**src/inc/pin_func_map.vh**
```
// Register offsets, field positions and reset values for the pin function block
`ifndef PIN_FUNC_MAP_VH
`define PIN_FUNC_MAP_VH

`define ADDR_W              8
`define OFS_PORT_F_FUNC     8'h44
`define OFS_ALT_FUNC        8'h50
`define PF_SEL_PS2_RST      2'b11
`define PF_SEL_HI_LSB       2
`define PF_SEL_HI_MSB       3
`define PF_SCHMITT_RST      4'h0
`define PF_SCHMITT_LSB      16
`define PF_SCHMITT_MSB      19
`define CFG_XTAL_BIT        27
`define ALT_PB15_BIT        24
`define ALT_PB2_TMR_BIT     26
`define ALT_PB8_CLK_BIT     29
`define ALT_PB2_CMP_BIT     30
`define ALT_RW_MASK         32'h6400_0000
`define ALT_PB15_MASK       32'h0100_0000
`define ALT_RESET           32'h0000_0000
`define PB_SEL_W            16

// Pin function codes
`define FN_GPIO             3'h0
`define FN_PB2_RTS          3'h1
`define FN_PB2_TMR2_EXT     3'h2
`define FN_PB2_CMP0         3'h3
`define FN_PB8_TMR0_OUT     3'h1
`define FN_PB8_CLK_OUT      3'h2
`define FN_PB15_EXT_EXTERNAL_INTERRUPT_1    3'h1
`define FN_PB15_TMR0_EXT    3'h2

`endif

```
**src/hdl/pin_decode_two.v**
```verilog
// Two-bit function decode for one port B pin
`timescale 1ns/1ps
`default_nettype none

module pin_decode_two #(
    parameter [2:0] FN_PORT_ONLY = 3'h1,   // Code for pattern 01
    parameter [2:0] FN_BOTH      = 3'h2    // Code for pattern 11
) (
    input  wire       i_alt_sel,   // Alternative select bit
    input  wire       i_port_sel,  // Port B select bit
    output reg  [2:0] o_func       // Function code
);

    // Unlisted patterns 00 and 10 fall back to GPIO
    always @* begin
        case ({i_alt_sel, i_port_sel})
            2'b01:   o_func = FN_PORT_ONLY;
            2'b11:   o_func = FN_BOTH;
            default: o_func = 3'h0;
        endcase
    end

endmodule
`default_nettype wire

```
**src/hdl/pin_decode_pb2.v**
```verilog
// Three-bit function decode for pin PB.2
`timescale 1ns/1ps
`default_nettype none
`include "pin_func_map.vh"

module pin_decode_pb2 (
    input  wire       i_cmp_sel,   // Comparator output select
    input  wire       i_tmr_sel,   // Timer 2 external select
    input  wire       i_port_sel,  // Port B select bit 2
    output reg  [2:0] o_func       // Function code
);

    // Listed patterns only; others fall back to GPIO
    always @* begin
        case ({i_cmp_sel, i_tmr_sel, i_port_sel})
            3'b001:  o_func = `FN_PB2_RTS;
            3'b011:  o_func = `FN_PB2_TMR2_EXT;
            3'b101:  o_func = `FN_PB2_CMP0;
            default: o_func = `FN_GPIO;
        endcase
    end

endmodule
`default_nettype wire

```
**src/hdl/pin_func_select.v**
```verilog
// Port F pin mux, Schmitt enables and alternative pin function register
`timescale 1ns/1ps
`default_nettype none
`include "pin_func_map.vh"

// Function
// - PF.3 and PF.2 select bits reset to 1 (PS/2 lines).
// - PF.1 and PF.0 selects read-only, copied from configuration word bit 27.
// - Bits 19..16 enable Schmitt input of PF.3..PF.0 when set.
// - PF.3 select: 0 GPIO, 1 PS/2 clock line.
// - PF.2 select: 0 GPIO, 1 PS/2 data line.
// - PF.1 select: 0 GPIO, 1 crystal oscillator input.
// - PF.0 select: 0 GPIO, 1 crystal oscillator output.
// - Alternative register read-write, resets to zero.
// - PB.2 decoded from alt bits 30, 26 and port B bit 2.
// - PB.8 decoded from alt bit 29 and port B bit 8.
// - PB.15 decoded from alt bit 24 and port B bit 15.
module pin_func_select (
    input  wire                 i_clk_sys,        // System clock, 200 MHz
    input  wire                 i_rst,            // Synchronous reset, active high
    input  wire [`ADDR_W-1:0]   i_addr,           // Register byte address
    input  wire [31:0]          i_wdata,          // Write data
    input  wire                 i_wr,             // Write strobe
    input  wire                 i_rd,             // Read strobe
    output reg  [31:0]          o_rdata,          // Read data, cycle after strobe
    input  wire [31:0]          i_config_word,    // First configuration word
    input  wire [`PB_SEL_W-1:0] i_port_b_sel,     // Port B select bits
    output reg                  o_pf3_ps2_port_clock_line,    // PF.3 on PS/2 clock line
    output reg                  o_pf2_ps2_port_data_line,    // PF.2 on PS/2 data line
    output reg                  o_pf1_xtal_in,    // PF.1 on crystal input
    output reg                  o_pf0_xtal_out,   // PF.0 on crystal output
    output reg  [3:0]           o_pf_schmitt_en,  // PF.3..PF.0 Schmitt enables
    output reg  [2:0]           o_pb2_func,       // PB.2 function code
    output reg  [2:0]           o_pb8_func,       // PB.8 function code
    output reg  [2:0]           o_pb15_func       // PB.15 function code
);

    reg  [1:0]  pf_sel_hi_q;      // PF.3, PF.2 selects
    reg  [1:0]  pf_sel_hi_d;
    reg  [3:0]  schmitt_q;        // Schmitt enable field
    reg  [3:0]  schmitt_d;
    reg  [31:0] alt_q;            // Alternative register, implemented bits only
    reg  [31:0] alt_d;
    wire        xtal_cfg;         // Configuration bit for PF.1/PF.0
    wire [31:0] port_f_rd;
    wire [2:0]  pb2_fn;
    wire [2:0]  pb8_fn;
    wire [2:0]  pb15_fn;
    wire        wr_port_f;
    wire        wr_alt;

    assign xtal_cfg  = i_config_word[`CFG_XTAL_BIT];
    assign wr_port_f = i_wr && (i_addr == `OFS_PORT_F_FUNC);
    assign wr_alt    = i_wr && (i_addr == `OFS_ALT_FUNC);

    // Port F read image; reserved bits zero, low selects from config
    assign port_f_rd = {12'h000, schmitt_q, 12'h000,
                        pf_sel_hi_q, xtal_cfg, xtal_cfg};

    // Next state of writable fields
    always @* begin
        pf_sel_hi_d = pf_sel_hi_q;
        schmitt_d   = schmitt_q;
        alt_d       = alt_q;
        if (wr_port_f) begin
            pf_sel_hi_d = i_wdata[`PF_SEL_HI_MSB:`PF_SEL_HI_LSB];
            schmitt_d   = i_wdata[`PF_SCHMITT_MSB:`PF_SCHMITT_LSB];
        end
        if (wr_alt) begin
            alt_d = i_wdata & (`ALT_RW_MASK | `ALT_PB15_MASK);
        end
    end

    // Register state
    always @(posedge i_clk_sys) begin
        if (i_rst) begin
            pf_sel_hi_q <= `PF_SEL_PS2_RST;
            schmitt_q   <= `PF_SCHMITT_RST;
            alt_q       <= `ALT_RESET;
        end else begin
            pf_sel_hi_q <= pf_sel_hi_d;
            schmitt_q   <= schmitt_d;
            alt_q       <= alt_d;
        end
    end

    // Read port with address decode; unmapped reads zero
    always @(posedge i_clk_sys) begin
        if (i_rst) begin
            o_rdata <= 32'h0000_0000;
        end else if (i_rd && (i_addr == `OFS_PORT_F_FUNC)) begin
            o_rdata <= port_f_rd;
        end else if (i_rd && (i_addr == `OFS_ALT_FUNC)) begin
            o_rdata <= alt_q;
        end else begin
            o_rdata <= 32'h0000_0000;
        end
    end

    pin_decode_pb2 u_pb2 (
        .i_cmp_sel  (alt_q[`ALT_PB2_CMP_BIT]),
        .i_tmr_sel  (alt_q[`ALT_PB2_TMR_BIT]),
        .i_port_sel (i_port_b_sel[2]),
        .o_func     (pb2_fn)
    );

    pin_decode_two #(
        .FN_PORT_ONLY (`FN_PB8_TMR0_OUT),
        .FN_BOTH      (`FN_PB8_CLK_OUT)
    ) u_pb8 (
        .i_alt_sel  (alt_q[`ALT_PB8_CLK_BIT]),
        .i_port_sel (i_port_b_sel[8]),
        .o_func     (pb8_fn)
    );

    pin_decode_two #(
        .FN_PORT_ONLY (`FN_PB15_EXT_EXTERNAL_INTERRUPT_1),
        .FN_BOTH      (`FN_PB15_TMR0_EXT)
    ) u_pb15 (
        .i_alt_sel  (alt_q[`ALT_PB15_BIT]),
        .i_port_sel (i_port_b_sel[15]),
        .o_func     (pb15_fn)
    );

    // Registered pin routing outputs
    always @(posedge i_clk_sys) begin
        if (i_rst) begin
            o_pf3_ps2_port_clock_line   <= 1'b1;
            o_pf2_ps2_port_data_line   <= 1'b1;
            o_pf1_xtal_in   <= xtal_cfg;         // Crystal pins keep config in reset
            o_pf0_xtal_out  <= xtal_cfg;
            o_pf_schmitt_en <= `PF_SCHMITT_RST;
            o_pb2_func      <= `FN_GPIO;
            o_pb8_func      <= `FN_GPIO;
            o_pb15_func     <= `FN_GPIO;
        end else begin
            o_pf3_ps2_port_clock_line   <= pf_sel_hi_q[1];
            o_pf2_ps2_port_data_line   <= pf_sel_hi_q[0];
            o_pf1_xtal_in   <= xtal_cfg;
            o_pf0_xtal_out  <= xtal_cfg;
            o_pf_schmitt_en <= schmitt_q;
            o_pb2_func      <= pb2_fn;
            o_pb8_func      <= pb8_fn;
            o_pb15_func     <= pb15_fn;
        end
    end

endmodule
`default_nettype wire

```
**config.mk**
```make
export PLATFORM = sky130hd
export DESIGN_NAME = pin_func_select
export DESIGN_NICKNAME = d
export VERILOG_FILES = /design/src/hdl/pin_decode_two.v /design/src/hdl/pin_decode_pb2.v /design/src/hdl/pin_func_select.v
export VERILOG_INCLUDE_DIRS = /design/src /design/src/inc
export SDC_FILE = /design/constraint.sdc
export NUM_CORES = 1
export LEC_CHECK = 0
export ABC_AREA = 0
export BUFFER_PORTS_ARGS = -buffer_cell sky130_fd_sc_hd__buf_4
export CAP_MARGIN = 25
export CORE_ASPECT_RATIO = 1.2
export CORE_MARGIN = 2
export CORE_UTILIZATION = 30
export CTS_BUF_LIST = sky130_fd_sc_hd__clkbuf_2 sky130_fd_sc_hd__clkbuf_4 sky130_fd_sc_hd__clkbuf_8
export DETAILED_ROUTE_END_ITERATION = 7
export GPL_ROUTABILITY_DRIVEN = 0
export PLACE_DENSITY = 0.66
export SETUP_SLACK_MARGIN = 0.1
export SLEW_MARGIN = 25
export SYNTH_ARGS = -nofsm -noshare
export SYNTH_HDL_FRONTEND = slang
export SYNTH_HIERARCHICAL = 1
export SYNTH_SLANG_ARGS = --single-unit
```
**constraint.sdc**
```tcl
create_clock -name i_clk_sys -period 2 [get_ports i_clk_sys]
set_input_delay 0.2 -clock i_clk_sys [delete_from_list [all_inputs] [get_ports i_clk_sys]]
set_output_delay 0.2 -clock i_clk_sys [all_outputs]
set_load 0.02 [all_outputs]
```
### After elaboration in Yosys (flattened, before gate mapping)

Cells that the tools add are included.

* output and inout port bits: 49
* word-level logic and storage cells: 31
* register bits: 38

* equality and inequality tests: 9
* reduce and logical (&&, ||, !) cells: 5
* bitwise operators: 1
* muxes and demuxes: 4

Operators with widths (count)
* $mux W20: 1
* $eq A8 B7 Y1 const B: 2
* $pmux W2 S2: 2
* $pmux W2 S3: 1
* $eq A2 B1 Y1 const B: 2
* $eq A2 B2 Y1 const B: 2
* $logic_and A1 B1 Y1: 4
* $eq A3 B1 Y1 const B: 1
* $eq A3 B2 Y1 const B: 1
* $eq A3 B3 Y1 const B: 1
* $reduce_or A3 Y1: 1
* $not A1 Y1: 1

### Logic depth before layout (Yosys ltp)

* depth after elaboration: 4
* mapped depth: 3
* gate-level depth less buffers: 3

### By module

The synthesis kept the hierarchy.

Modules (own cells, without submodules)
* pin_func_select: cells an instance 123, area an instance 1382.6 um^2, seq. area each 740.7 um^2, times used 1
* pin_decode_two: cells an instance 4, area an instance 27.5 um^2, seq. area each 0.0 um^2, times used 2
* pin_decode_pb2: cells an instance 5, area an instance 35.0 um^2, seq. area each 0.0 um^2, times used 1

### Least setup slack after synthesis

OpenSTA, ideal clock, no wires.

* kind: input -> register
* from: in i_addr[1]
* to: reg schmitt_q[0]
* library setup time: 121 ps
* data arrival time: 1457 ps
* buffers on the path: 0
* slack: 423 ps
* required time: 1879 ps
* stages on the path: 3
* path through: or4b_4 nor3_4 mux2_2

* longest elaborated chain between the ends: 2

Ends and longest elaborated chain
* start, declared: RTL line pin_func_select.v:21 `` input wire [`ADDR_W-1:0] i_addr, ``
* $eq A8 B7 Y1 (no line)
* $logic_and A1 B1 Y1: RTL line pin_func_select.v:53 `` assign wr_port_f = i_wr && (i_addr == `OFS_PORT_F_FUNC); ``
* end signal, assigned: RTL line pin_func_select.v:78 `` schmitt_q <= `PF_SCHMITT_RST; ``
* end signal, assigned: RTL line pin_func_select.v:82 `schmitt_q <= schmitt_d;`
* end, declared: RTL line pin_func_select.v:40 `reg [3:0] schmitt_q;`

No other way between the ends.
A chain may end at the register's enable or synchronous reset.

### Worst setup path in the final report

* from: in i_addr[1]
* to: reg schmitt_q[3]

Same word-level chain as after synthesis.

==> out/results.ini <==
[placement]
place_area_sq_mm = 0.00182
placed_cells = 239
dp_hpwl_um = 1850
port_buffers = 54

[routing]
drc = 0
wl_per_cell_um = 9.53
ant_nets = 0
vias_per_cell = 3.81
drt_iter0_drc = 40
firstDrtPassIters = 4
drt-total-wl_um = 2350
vias = 940

[sta]
tns_ps = 0
drv_slew = 0
fin_crit_sh_pct = 74.3
period_minus_slack_ps = 1490
rsz0062_at_grt = false
skew_ps = 6.85
maxClockFrequency_ghz = 0.673
hold_viol = 0
setup_viol = 0

[synthesis]
synth_top_area_share_pct = 50.3
yosysSeqAreaShare_pct = 50.3
synthDistinctLibCells = 19
synth_area_sq_mm = 0.00147
synth_top_area_cell = dfxtp_1
synthCells = 136
ys_warn_count = 6
syn-mean-instance-area_sq_um = 10.8
synthTopCellsByArea = dfxtp_1 50%, buf_4 13%, nor2b_1 7.2%
yosys_register_bits = 37

[worst_setup_path]
reg2reg_slack_ps = 1130
slowest_delay_ps = 600
r2r_start = alt_q[26]$_SDFFE_PP0P_
rr_worst_depth = 3
critPathSlowestCell = or4b_4
worstSetupStartpointType = input port
path_delay_family = simple AND/OR/NAND/NOR gates
path_max_fanout = 6
startpoint = i_addr[1]
cp_cell_sequence = buf_4 > or4b_4 > nor3_4 > mux2_2
critPathBufInv = 1
critical_path_depth = 4
end_kind = register
crit_type = in -> reg
required_ps = 2170
arrival_ps = 1660

[pwr]
p_sw_share_pct = 20.8
p_int_uw = 1300
power.sequential.fraction_pct = 45.4
leakage_uw = 0.000909
power_density_mw_per_mm2 = 838
p_clk_share_pct = 46.7
ir_drop_v = 0.000295
p_comb_share_pct = 7.8
p_sw_uw = 341

[global_route]
grt.overflow.total = 0
grt_usage_pct = 9.39
grt_pass1_vias = 851
grt_max_degree = 32
antenna_found_initial = 0
grt_first_pass_wirelength_um = 3740

[outcome]
status = finished clean

[floorplanning]
top_level_ports = 141
rows = 27
coreArea_sq_mm = 0.00466
start_util_pct = 31.6
die_y_um = 80.8
die_w_um = 68.0
dieArea_sq_mm = 0.00549

[cts]
cts_tree = built
insertion_delay_ps = 280
ctsHoldBuffers = 0
htreeDepth = 2
clk_pin_slew_worst_paths_ps = 70
cts.sinks = 37
clockBufferDepth = 2
postCtsSetupBuffers = 0
root_buffer = clkbuf_8
cts_buffers = 5
cts_resized = 0

[finish]
fillCellCount = 475
layout-drive-gt1-share_pct = 40.2
post-route-util_pct = 42.1
regArea_sq_um = 741
layout_common_cells = 54 x buf_4, 37 x dfxtp_1, 23 x conb_1
multi_input_area_sq_um = 593
num_antenna_cells = 0
instances_no_fill = 247
syn2layout_area_growth_pct = 33.1
layout.nets = 280
layout_commonest_cell = buf_4
final_cell_area_sq_mm = 0.00196

[hold_path]
hp-class = in -> reg
min_path_cells = 1
hold_start = i_config_word[27]

[flow_run]
max-cap-violations = 0

power groups by stage:
stage	Sequential, uW	Clock (uW)	Combinational [uW]
after floorplan	773	0	99.2
after global placement	764	0	128
after detailed placement	764	0	129
after CTS	747	790	129
after global routing	747	815	139
final	746	768	128
state kept, by name (all words and copies together) (netlist names):
name / cells
o_rdata: 11
alt_q: 4
o_pf_schmitt_en: 4
schmitt_q: 4
o_pb15_func: 3
o_pb2_func: 3
o_pb8_func: 3
pf_sel_hi_q: 2
o_pf0_xtal_out: 1
o_pf2_ps2_port_data_line: 1
o_pf3_ps2_port_clock_line: 1
synth_stat cells (all sizes together):
library cell and count:
buf 25, nor2b 17, and2 14, mux2i 6
conb 4, dfxtp 37, and2b 3, nand2b 8
nor3 2, nor2 4, inv 3, nor4b 2
xor2 1, mux2 4, or4b 3, clkbuf 3
per-stage QoR:
stage               hold slack (ps)  worst slack (ps)  total power (uW)
floorplan                       228               423               873
global placement                317               202               892
detailed placement              316               194               893
CTS                            22.1               501              1670
global route                   19.4               443              1700
finish                         30.9               513              1640
worst register-to-register path, cell delays in order, from the launching register on:
cell     delay, ps
dfxtp_1        340
xor2_1         150
and2_1         140
nor2b_1        120
kinds of logic after synthesis:
| logic type | after synthesis | synth area share [%] |
|---|---|---|
| mux | 10 | 7.14 |
| simple gates | 53 | 26.7 |
| buf+inv | 31 | 14.3 |
| flops | 37 | 50.3 |
| other cells | 4 | 1.02 |
| xor+xnor | 1 | 0.595 |
routing by layer:
| layer | vias to the layer above | wire length (um) | GRT usage, % |
|---|---|---|---|
| met1 | 398 | 928 | 10.3 |
| met2 | 57 | 1100 | 15.2 |
| met4 | 0 | 45 | 5.40 |
| met3 | 5 | 281 | 3.60 |
| met5 | - | 0 | 0 |
| li1 | 480 | - | - |
worst paths after layout:
path | endpoint
max | schmitt_q[3]$_SDFFE_PP0P_
min | o_pf0_xtal_out$_DFF_P_
max reg2reg | o_pb2_func[1]$_SDFF_PP0_
min reg2reg | o_pf2_ps2_port_data_line$_SDFF_PP1_
layout make-up:
| cell class | count | area share (%) |
|---|---|---|
| Sequential cell | 37 | 37.8 |
| Timing Repair Buffer | 54 | 20.7 |
| Tap cell | 58 | 3.70 |
| Inverter | 3 | 0.574 |
| Clock inverter | 3 | 3.51 |
| Multi-Input combinational cell | 87 | 30.2 |
| Clock buffer | 5 | 3.51 |
Power figures use the tool's default switching activity.
